### config.mk
export PLATFORM = sky130hd
export DESIGN_NAME = scg_gate
export DESIGN_NICKNAME = d
export VERILOG_FILES = /design/src/hw/scg_pkg.sv /design/src/hw/scg_sync_if.sv /design/src/hw/scg_sync.sv /design/src/hw/scg_gate.sv
export SDC_FILE = /design/constraint.sdc
export NUM_CORES = 1
export LEC_CHECK = 0
export BUFFER_PORTS_ARGS = -buffer_cell sky130_fd_sc_hd__buf_2
export CAP_MARGIN = 25
export CORE_MARGIN = 5
export CORE_UTILIZATION = 35
export CTS_CLUSTER_DIAMETER = 40
export DETAILED_ROUTE_END_ITERATION = 8
export SLEW_MARGIN = 20
export SYNTH_ARGS = -nofsm -noshare
export SYNTH_HDL_FRONTEND = slang
export SYNTH_SLANG_ARGS = --single-unit
### constraint.sdc
create_clock -name clk -period 1.2 [get_ports clk]
set_clock_uncertainty 0.05 [all_clocks]
set_input_delay 0.18 -clock clk [delete_from_list [all_inputs] [get_ports clk]]
set_output_delay 0.18 -clock clk [all_outputs]
set_load 0.01 [all_outputs]
### src/hw/scg_pkg.sv
package scg_pkg;
    // synchroniser depth for asynchronous supply flags and pins
    localparam int SYNC_STAGES = 3;
    // channel count and default pin-to-channel mapping (fallback mode)
    localparam int NUM_CH = 8;
    localparam int NUM_IN = 2;
    localparam logic [7:0] MAP_IN0 = 8'h04;
    localparam logic [7:0] MAP_IN1 = 8'h08;
    // serial clock limits, in kHz, reported to the host
    localparam logic [15:0] SCLK_NONE_KHZ = 16'h0000;
    localparam logic [15:0] SCLK_LOW_KHZ = 16'h03e8;
    localparam logic [15:0] SCLK_FULL_KHZ = 16'h1388;
    // supply condition summary states
    typedef enum logic [3:0] {
        SCG_OFF = 4'b0001,
        SCG_CRANK = 4'b0010,
        SCG_LOW = 4'b0100,
        SCG_OK = 4'b1000
    } scg_batt_t;
endpackage

### src/hw/scg_sync_if.sv
`timescale 1ns/1ns
interface scg_sync_if;
    logic batt_crank; // battery at or below 3.0 V
    logic batt_uv; // battery under undervoltage threshold
    logic batt_op; // battery at or above operating threshold
    logic logic_uv; // logic supply in undervoltage
    logic logic_lop; // logic supply above low-operating level
    logic idle_pin;
    logic [1:0] in_pins;
    modport src(output batt_crank, batt_uv, batt_op, logic_uv, logic_lop, idle_pin, in_pins);
    modport dst(input batt_crank, batt_uv, batt_op, logic_uv, logic_lop, idle_pin, in_pins);
endinterface

### src/hw/scg_sync.sv
`timescale 1ns/1ns
module scg_sync
    import scg_pkg::*;
#(
    parameter int WIDTH = 8
) (
    input wire logic clk,
    input wire logic reset_n,
    input wire logic [WIDTH-1:0] raw,
    scg_sync_if.src sync
);
    logic [WIDTH-1:0] st1, st2, st3, stable;
    logic [WIDTH-1:0] next_stable;

    // a change is accepted once stages two and three agree
    always_comb begin
        next_stable = stable;
        for (int i = 0; i < WIDTH; i++) begin
            if (st2[i] == st3[i]) begin
                next_stable[i] = st2[i];
            end
        end
    end

    // three-stage chain; first stage read only by the second
    always_ff @(posedge clk or negedge reset_n) begin
        if (!reset_n) begin
            st1 <= '0;
            st2 <= '0;
            st3 <= '0;
            stable <= '0;
        end else begin
            st1 <= raw;
            st2 <= st1;
            st3 <= st2;
            stable <= next_stable;
        end
    end

    assign sync.batt_crank = stable[0];
    assign sync.batt_uv = stable[1];
    assign sync.batt_op = stable[2];
    assign sync.logic_uv = stable[3];
    assign sync.logic_lop = stable[4];
    assign sync.idle_pin = stable[5];
    assign sync.in_pins = stable[WIDTH-1:WIDTH-2];
endmodule

### src/hw/scg_gate.sv
`timescale 1ns/1ns
// Functional notes
// RULE1: both supplies undervoltage: no power stages, no serial access, registers reset.
// RULE2: logic supply undervoltage: serial transfers ignored, registers back to defaults.
// RULE3: battery undervoltage disables channels; re-enabled at operating threshold.
// RULE4: battery between thresholds: turning on an off channel is refused.
// RULE5: channels already on between thresholds stay on until command or pin off.
// RULE6: battery at or below 3.0 V: no source switches any channel.
// RULE7: logic undervoltage blocks serial control; pin fallback available above 3.0 V.
// RULE8: battery low and logic undervoltage: pin fallback mode unavailable.
// RULE9: battery low, logic fine: fallback accepted, registers kept, channels off.
// RULE10: host keeps serial clock at 1 MHz in low-operating, low-battery case.
// RULE11: host may use 5 MHz with logic above low-operating or battery operating.
// RULE12: power-on set when a supply is above its threshold and a pin is high.
// RULE13: idle low with an input high enters fallback, driving the mapped channel.
// RULE14: supply flags are synchronised to the internal clock before use.
module scg_gate
    import scg_pkg::*;
#(
    parameter int CH = NUM_CH
) (
    input wire logic clk,
    input wire logic reset_n,
    input wire logic batt_crank_raw,
    input wire logic batt_uv_raw,
    input wire logic batt_op_raw,
    input wire logic logic_uv_raw,
    input wire logic logic_lop_raw,
    input wire logic idle_pin_raw,
    input wire logic [1:0] direct_input_pins,
    input wire logic [CH-1:0] serial_out_req,
    output logic [CH-1:0] channel_on,
    output logic serial_allowed,
    output logic serial_write_allowed,
    output logic [15:0] sclk_max_khz,
    output logic reg_reset,
    output logic fallback_mode,
    output logic fallback_available,
    output logic power_on,
    output scg_batt_t batt_state
);
    scg_sync_if sync ();
    logic [CH-1:0] pin_map, request, next_channel_on;
    logic next_serial_allowed, next_write, next_reg_reset, next_fallback, next_fb_avail, next_power_on;
    logic [15:0] next_sclk;
    scg_batt_t next_batt_state;
    // supply flags, idle pin and direct input pins share one chain
    localparam int SYNC_W = 6 + NUM_IN;

    // all supply flags and pins pass the synchroniser
    scg_sync #(.WIDTH(SYNC_W)) u_sync (
        .clk(clk),
        .reset_n(reset_n),
        .raw({direct_input_pins, idle_pin_raw, logic_lop_raw, logic_uv_raw,
              batt_op_raw, batt_uv_raw, batt_crank_raw}), // RULE14
        .sync(sync.src)
    );

    // pins mapped onto channels
    function automatic logic [CH-1:0] map_pins(input logic [1:0] pins);
        map_pins = (pins[0] ? CH'(MAP_IN0) : '0) | (pins[1] ? CH'(MAP_IN1) : '0);
    endfunction

    assign pin_map = map_pins(sync.in_pins);

    // supply decode, gating decisions and channel state
    always_comb begin
        next_power_on = power_on;
        if ((sync.batt_op || sync.logic_lop) && (sync.idle_pin || (|sync.in_pins))) begin
            next_power_on = 1'b1; // RULE12
        end
        if (sync.batt_crank) begin
            next_batt_state = SCG_OFF;
        end else if (sync.batt_uv) begin
            next_batt_state = SCG_CRANK;
        end else if (!sync.batt_op) begin
            next_batt_state = SCG_LOW;
        end else begin
            next_batt_state = SCG_OK;
        end
        next_serial_allowed = !sync.logic_uv; // RULE2 RULE7
        next_reg_reset = sync.logic_uv; // RULE1 RULE2
        next_fb_avail = !(sync.batt_crank && sync.logic_uv); // RULE8 RULE7 RULE9
        next_fallback = next_fb_avail && !sync.idle_pin && (|sync.in_pins); // RULE13
        next_write = next_serial_allowed && !next_fallback;
        if (!next_serial_allowed) begin
            next_sclk = SCLK_NONE_KHZ;
        end else if (sync.logic_lop || sync.batt_op) begin
            next_sclk = SCLK_FULL_KHZ; // RULE11
        end else begin
            next_sclk = SCLK_LOW_KHZ; // RULE10
        end
        // register-side requests vanish when serial is blocked
        if (next_fallback) begin
            request = pin_map;
        end else begin
            request = pin_map | (next_write ? serial_out_req : '0);
        end
        if (!power_on) begin
            request = '0;
        end
        case (next_batt_state)
            SCG_OFF: next_channel_on = '0; // RULE6 RULE9 RULE1
            SCG_CRANK: next_channel_on = '0; // RULE3
            SCG_LOW: next_channel_on = channel_on & request; // RULE4 RULE5
            SCG_OK: next_channel_on = request; // RULE3
            default: next_channel_on = '0;
        endcase
    end

    // registered decisions
    always_ff @(posedge clk or negedge reset_n) begin
        if (!reset_n) begin
            channel_on <= '0;
            serial_allowed <= 1'b0;
            serial_write_allowed <= 1'b0;
            sclk_max_khz <= SCLK_NONE_KHZ;
            reg_reset <= 1'b1;
            fallback_mode <= 1'b0;
            fallback_available <= 1'b0;
            power_on <= 1'b0;
            batt_state <= SCG_OFF;
        end else begin
            channel_on <= next_channel_on;
            serial_allowed <= next_serial_allowed;
            serial_write_allowed <= next_write;
            sclk_max_khz <= next_sclk;
            reg_reset <= next_reg_reset;
            fallback_mode <= next_fallback;
            fallback_available <= next_fb_avail;
            power_on <= next_power_on;
            batt_state <= next_batt_state;
        end
    end

    // cranking battery forces every channel off
    AST_CRANK_OFF: assert property (@(posedge clk) disable iff (!reset_n) // RULE6
        (batt_state == SCG_OFF) |-> (channel_on == '0))
        else $error("channel on at cranking battery");

    // battery undervoltage state keeps channels off
    AST_UV_OFF: assert property (@(posedge clk) disable iff (!reset_n) // RULE3
        (batt_state == SCG_CRANK) |-> (channel_on == '0))
        else $error("channel on during battery undervoltage");

    // no new channel between the two battery thresholds
    AST_NO_TURN_ON: assert property (@(posedge clk) disable iff (!reset_n) // RULE4
        (batt_state == SCG_LOW) && $past(batt_state == SCG_LOW) |-> ((channel_on & ~$past(channel_on)) == '0))
        else $error("channel turned on below operating threshold");

    // register reset closes every serial path
    AST_LOGIC_UV: assert property (@(posedge clk) disable iff (!reset_n) // RULE2
        reg_reset |-> (!serial_allowed && !serial_write_allowed && sclk_max_khz == SCLK_NONE_KHZ))
        else $error("serial open under logic undervoltage");

    // both supplies down: no fallback, no channel
    AST_BOTH_UV: assert property (@(posedge clk) disable iff (!reset_n) // RULE8
        (batt_state == SCG_OFF) && reg_reset |-> (!fallback_available && channel_on == '0))
        else $error("fallback available with both supplies down");

    // fallback mode is read-only on the serial side
    AST_FB_WRITE: assert property (@(posedge clk) disable iff (!reset_n) // RULE13
        fallback_mode |-> !serial_write_allowed && fallback_available)
        else $error("writes allowed in fallback mode");

    // power-on stays set until reset
    AST_POWER_STICKY: assert property (@(posedge clk) disable iff (!reset_n) // RULE12
        $past(power_on) |-> power_on)
        else $error("power on dropped");

    // full serial rate with an operating battery
    AST_SCLK_FULL: assert property (@(posedge clk) disable iff (!reset_n) // RULE11
        serial_allowed && batt_state == SCG_OK |-> sclk_max_khz == SCLK_FULL_KHZ)
        else $error("wrong serial clock limit");

    // register reset only follows the synchronised flag
    AST_SYNC_LAG: assert property (@(posedge clk) disable iff (!reset_n) // RULE14
        $rose(reg_reset) |-> $past(sync.logic_uv))
        else $error("register reset not from synced flag");

    // both supplies in undervoltage block stages and serial access
    AST_BOTH_UV_BLOCK: assert property (@(posedge clk) disable iff (!reset_n) // RULE1
        sync.batt_uv && sync.logic_uv |=> (channel_on == '0) && !serial_allowed && reg_reset)
        else $error("activity with both supplies in undervoltage");

    // logic undervoltage resets registers and closes serial access
    AST_UV_REGS: assert property (@(posedge clk) disable iff (!reset_n) // RULE2
        sync.logic_uv |=> reg_reset && !serial_allowed && !serial_write_allowed)
        else $error("registers not reset under logic undervoltage");

    // registers and serial access return with the logic supply
    AST_UV_RELEASE: assert property (@(posedge clk) disable iff (!reset_n) // RULE2
        !sync.logic_uv |=> !reg_reset && serial_allowed)
        else $error("registers held without logic undervoltage");

    // battery undervoltage disables every channel
    AST_BATT_UV_DROP: assert property (@(posedge clk) disable iff (!reset_n) // RULE3
        sync.batt_uv |=> (channel_on == '0))
        else $error("channel on after battery undervoltage");

    // operating battery re-enables pin-driven channels
    AST_REENABLE: assert property (@(posedge clk) disable iff (!reset_n) // RULE3
        sync.batt_op && !sync.batt_uv && !sync.batt_crank && power_on
        |=> ((channel_on & $past(pin_map)) == $past(pin_map)))
        else $error("channel not re-enabled at operating battery");

    // between thresholds a channel still requested by its pin stays on
    AST_LOW_KEEP: assert property (@(posedge clk) disable iff (!reset_n) // RULE5
        !sync.batt_crank && !sync.batt_uv && !sync.batt_op && power_on
        |=> (($past(channel_on) & $past(pin_map) & ~channel_on) == '0))
        else $error("requested channel dropped between thresholds");

    // cranking battery blocks every source
    AST_CRANK_DROP: assert property (@(posedge clk) disable iff (!reset_n) // RULE6
        sync.batt_crank |=> (channel_on == '0))
        else $error("channel on after cranking battery");

    // fallback stays available above the cranking level
    AST_FB_ABOVE: assert property (@(posedge clk) disable iff (!reset_n) // RULE7
        !sync.batt_crank |=> fallback_available)
        else $error("fallback lost above cranking level");

    // cranking battery with logic undervoltage removes fallback
    AST_FB_NONE: assert property (@(posedge clk) disable iff (!reset_n) // RULE8
        sync.batt_crank && sync.logic_uv |=> !fallback_available)
        else $error("fallback offered with both supplies down");

    // cranking battery with good logic supply keeps fallback and registers
    AST_FB_REGS: assert property (@(posedge clk) disable iff (!reset_n) // RULE9
        sync.batt_crank && !sync.logic_uv |=> fallback_available && !reg_reset && (channel_on == '0))
        else $error("wrong state at cranking battery with logic supply");

    // a supply above threshold with a pin high sets power-on
    AST_POWER_SET: assert property (@(posedge clk) disable iff (!reset_n) // RULE12
        (sync.batt_op || sync.logic_lop) && (sync.idle_pin || (|sync.in_pins)) |=> power_on)
        else $error("power on not set");

    // without power-on no channel is driven
    AST_NO_POWER: assert property (@(posedge clk) disable iff (!reset_n) // RULE12
        !power_on |=> (channel_on == '0))
        else $error("channel on before power on");

    // idle low with an input high enters fallback
    AST_FB_ENTER: assert property (@(posedge clk) disable iff (!reset_n) // RULE13
        !sync.idle_pin && (|sync.in_pins) && !(sync.batt_crank && sync.logic_uv) |=> fallback_mode)
        else $error("fallback not entered");

    // fallback drives only pin-mapped channels
    AST_FB_MAP: assert property (@(posedge clk) disable iff (!reset_n) // RULE13
        fallback_mode |-> ((channel_on & ~map_pins($past(sync.in_pins))) == '0))
        else $error("unmapped channel on in fallback");

    // a synchronised rise needs the raw flag high on two samples
    AST_SYNC_RISE: assert property (@(posedge clk) disable iff (!reset_n) // RULE14
        $rose(sync.logic_uv) |-> $past(logic_uv_raw, 3) && $past(logic_uv_raw, 4))
        else $error("logic flag rose without a settled raw level");
endmodule

# After elaboration in Yosys (flattened, before gate mapping)
# Index checks and enable logic that the tools add are counted.
# word_totals
register_bits	66
# op_classes
n_reduce_logical	12
eq_ne	10
n_bitwise	3
mux	11
# op_table
op	n
13-bit two-way mux	2
8-bit two-way mux	3
4-bit two-way mux	4
8-bit case mux with 2 select lines	1
8-bit bitwise AND	1
1-bit == test	8
4-bit by 8-bit bitwise OR with 8-bit output	1
1-bit logical AND	5
4-bit by 3-bit == test with 1-bit output, second input constant	1
4-bit == test, second input constant	1
1-bit logical NOT	4
3-bit by 4-bit bitwise OR with 4-bit output	1
3-bit two-way mux	1
1-bit logical OR	2
2-bit OR reduction	1

# Logic depth before layout (Yosys ltp)
# depth
ltp_word	12
depth_mapped	3

# By module
# From an unflattened synthesis, not the netlist that was laid out.
# hier_totals
hier_cells	111
hier_area_um2	1697.9
# by_module_without_submodules
module	seq_area_each_um2	area_each_um2	cells_each	n_inst
scg_sync	800.8	890.9	40	1
scg_gate	503.0	807.0	71	1

# Worst setup path after synthesis
# No wires, ideal clock.
# synth_timing
path_kind	register to register
start	reg u_sync.stable[0]
end	reg channel_on[0]
period_less_slack_ps	1031
required_time_ps	1078
setup_slack_ps	169
arrival_ps	909
stages_incl_launch_ff	4
cell_sequence	dfrtp_1 > nor3b_2 > nand3_2 > nor2_1
# synth_between
elab_chain_len	12
elab_cells_between_ends	15
classes_between	eq/ne: 2; mux: 5; bitwise: 2; reduce/logical: 6
# synth_lines
item	line	text
start, declared	scg_sync.sv:12	logic [WIDTH-1:0] st1, st2, st3, stable;
start signal, assigned	scg_sync.sv:36	stable <= next_stable;
1-bit logical AND	scg_gate.sv:83	next_fb_avail = !(sync.batt_crank && sync.logic_uv);
1-bit logical NOT	scg_gate.sv:83	
1-bit logical AND (2 in series)	scg_gate.sv:84	next_fallback = next_fb_avail && !sync.idle_pin && (|sync.in_pins);
1-bit logical NOT	scg_gate.sv:85	next_write = next_serial_allowed && !next_fallback;
1-bit logical AND	scg_gate.sv:85	
8-bit two-way mux	scg_gate.sv:97	request = pin_map | (next_write ? serial_out_req : '0);
4-bit by 8-bit bitwise OR with 8-bit output	scg_gate.sv:97	
8-bit two-way mux	scg_gate.sv:94	if (next_fallback) begin
8-bit two-way mux	scg_gate.sv:99	if (!power_on) begin
8-bit bitwise AND	scg_gate.sv:105	SCG_LOW: next_channel_on = channel_on & request;
8-bit case mux with 2 select lines *	scg_gate.sv:102	case (next_batt_state)
named net next_channel_on[0]	scg_gate.sv:43	logic [CH-1:0] pin_map, request, next_channel_on;
end signal, assigned	scg_gate.sv:124	channel_on <= next_channel_on;
end, declared	scg_gate.sv:32	output logic [CH-1:0] channel_on,
# Mark *: on every way through the listed nets, which the timed path passes. The rest lies on a longest branch.
# A chain may end at the register's enable or synchronous reset.

# Worst setup path in the final report
# layout_timing
start	reg reg_reset
end	out reg_reset
# layout_rtl
item	line	text
start, declared	scg_gate.sv:36	output logic reg_reset,
start signal, assigned	scg_gate.sv:128	reg_reset <= next_reg_reset;
# No word-level cell between the ends.

==> run summary <==
Routed Antenna Nets -> 0
critical path buffer and inverter count -> 1
HP Class -> input port to flip-flop
die area -> 0.00633 mm^2
share of cells above drive strength 1 -> 35.9%
r2r setup slk -> 0.10 ns
Vias -> 981
area share of the largest cell type after synthesis -> 73.9%
WP depth -> 1
Tot Pwr -> 3.45 mW
fmax -> 853 MHz
status -> completed
Switching Power -> 0.787 mW
final-stage net count -> 184
CTS root buf -> clkbuf_8
internal power -> 2.66 mW
Syn Std Cell Area -> 0.00169 mm^2
r2r startpoint -> u_sync.stable[0]$_DFFE_PN0N_
crit-path leading delay family -> flip-flops
clk sinks -> 52
Synth warnings -> 0
minimum clock period -> 1.17 ns
clk buf depth -> 2
final setup fails -> 0
CP max-delay cell -> dfstp_2
Logic pwr share -> 9.6%
Reg clk slew, reported paths -> 0.09 ns
vias in the first global route -> 1,064
core area -> 0.00472 mm^2
largest net degree at the start of global routing -> 26
Mapped Avg Cell Area -> 15.3 um^2
Boundary Pins -> 52
Max Cap Violations -> 0
starting DRC count in detailed routing -> 19
Yosys top cell by area -> dfrtp_1
drt via density -> 4.19
Synth area leaders -> dfrtp_1, buf_4, maj3_1
GRT Total Usage -> 10.3%
Pwr Density -> 1580 mW/mm^2
critical path endpoint category -> output pin
XOR/XNOR Fraction of Synth Area -> 0%
kind of critical path -> flip-flop to output pin
worst-case reg-to-reg path depth -> 3
CTS Buf Count -> 5
HPWL after DPL -> 2150 um
synth-to-layout area growth -> 28.8%
critical path fanouts, max -> 1
CTS tree -> built
Die Height -> 79.6 um
Residual DRC -> 0
post-synthesis register bit count -> 52
crit path DAT -> 0.94 ns
placed inst area -> 0.00196 mm^2
die width -> 79.6 um
grt total ovfl -> 0
Final Core Density -> 46.2%
WL final -> 2900 um
main combinational cell family by area after synthesis -> buffers and inverters
Setup crit end -> reg_reset
initial core utilization -> 35.9%
post-route cell area -> 0.00218 mm^2
Pins Over Slew Limit -> 0
sequential power share -> 56.5%
Routed WL per cell -> 12.4 um
peak supply drop -> 842 uV
CP Launch Point -> reg_reset$_DFF_PN1_
slowest stage delay, CP -> 0.55 ns
mux contribution to synthesized area -> 0%
Sw Share -> 22.8%
Cell variety after synth -> 20
Compound-Gate Fraction of Synth Area -> 4.51%
clock latency on the worst-skew pair -> 0.30 ns
CP required -> 0.97 ns
ant diodes -> 0
iteration count of the initial detailed-routing pass -> 4
Rows -> 25
H-tree depth -> 2
first-pass GRT wire length -> 4850 um
startpoint types -> flip-flop
Worst R2R End -> channel_on[4]$_DFF_PN0_
Filler cells -> 417
PortBufs -> 42
fraction of the mapped netlist area in adder cells -> 4.73%
endpoints failing hold -> 0
RSZ-0062 raised after global routing -> yes
sequential share of the synthesized area -> 77.0%
share of power burned in the clock network -> 33.9%
leakage -> 1.05 nW
antenna violations before repair -> 0
Post-Synth Simple-Gate Area -> 6.72%
CP cell instances -> buf_6
Final Cycle Share -> 97.7%
Mapped Cells -> 111
GP Congestion -> 0.694
==> layer usage <==
metal  share of wire (%)  global-route usage (%)  up-vias
met5                   0                       0        -
met4                 1.5                    4.64        0
met3                 8.6                    4.74        4
met2                  48                    16.5       42
met1                  41                    11.7      485
li1                    -                       -      450
==> through the flow <==
step,hold WS (ns),std cells,setup WS [ns],setup TNS (ns)
4_1_cts,0.0640,234,0.00519,0
3_3_place_gp,0.0339,217,0.138,0
3_5_place_dp,0.0374,217,0.0910,0
6_report,0.0731,234,0.0275,0
2_1_floorplan,-0.166,119,0.169,0
5_1_grt,0.0714,234,-0.00641,-0.00641
==> worst min-delay path by stage <==
| stage | startpoint | to | slack, ns | depth (start not counted) |
|---|---|---|---|---|
| 2_1_floorplan | reset_n | batt_state[1]$_DFF_PN0_ | -0.17 | 0 |
| 3_3_place_gp | reset_n | u_sync.st2[2]$_DFF_PN0_ | 0.03 | 1 |
| 3_5_place_dp | reset_n | batt_state[2]$_DFF_PN0_ | 0.04 | 1 |
| 4_1_cts | serial_out_req[4] | channel_on[4]$_DFF_PN0_ | 0.06 | 3 |
| 5_1_grt | serial_out_req[5] | channel_on[5]$_DFF_PN0_ | 0.07 | 3 |
| 6_report | serial_out_req[7] | channel_on[7]$_DFF_PN0_ | 0.07 | 3 |
==> registers in the layout, summed over array words and instances, names as in the netlist <==
| name | cells |
|---|---|
| sclk_max_khz | 3 |
| fallback_mode | 1 |
| channel_on | 8 |
| fallback_available | 1 |
| power_on | 1 |
| u_sync.stable | 8 |
| serial_write_allowed | 1 |
| batt_state | 4 |
| u_sync.st1 | 8 |
| u_sync.st2 | 8 |
| reg_reset | 1 |
| u_sync.st3 | 8 |
==> cell usage after synthesis <==
cell,n
nand2_1,1
nor2_1,10
nor3b_1,1
nand3_2,1
nor3_1,3
buf_4,15
maj3_1,8
and2b_2,1
dfstp_2,2
dfrtp_1,50
and2_1,1
conb_1,1
a21oi_1,1
o21bai_1,1
o21bai_2,1
inv_1,1
nand2b_1,2
nor3b_2,1
o21ai_0,8
a31oi_1,2
==> repair_timing <==
action	CTS	global route
endpoints found under the hold margin	44	0
gates resized for setup	0	4
setup buffers	0	0
hold buffers	9	0
endpoints found under the setup margin	0	9
==> cells by family after synthesis <==
logic type,Yosys count
and+or+nand+nor,21
DFF,52
buffers and inverters,16
other,1
AOI/OAI and AO/OA,13
adders and majority gates,8
==> area by class of cell <==
type	count	area (um^2)	area share, %
clock inverter	2	38.8	1.78
sequential	52	1310	59.8
clock buffer	6	72.6	3.33
timing repair buffer	55	368	16.9
tap	67	83.8	3.84
multi-input combinational	51	310	14.2
inverter	1	3.75	0.172
==> power by group through the flow <==
stage | Clock, mW | Sequential, mW | Combinational (mW)
floorplan | 0 | 1.99 | 0.157
global placement | 0 | 1.97 | 0.301
detailed placement | 0 | 1.98 | 0.306
CTS | 1.21 | 1.95 | 0.329
global route | 1.28 | 1.96 | 0.370
finish | 1.17 | 1.95 | 0.330
==> layout by cell type (no fill, tap or decap), types with 2 or more instances in the layout <==
cell | Yosys | layout
a31oi_1 | 2 | 2
clkbuf_8 | 0 | 5
buf_12 | 0 | 2
dlygate4sd3_1 | 0 | 9
dfstp_2 | 2 | 2
buf_6 | 0 | 2
dfrtp_1 | 50 | 49
maj3_1 | 8 | 8
o21ai_0 | 8 | 8
nand2b_1 | 2 | 2
nor2_1 | 10 | 10
nor3_1 | 3 | 3
conb_1 | 1 | 9
buf_4 | 15 | 2
buf_2 | 0 | 40
Note: power is estimated with default switching activity, not from simulation.
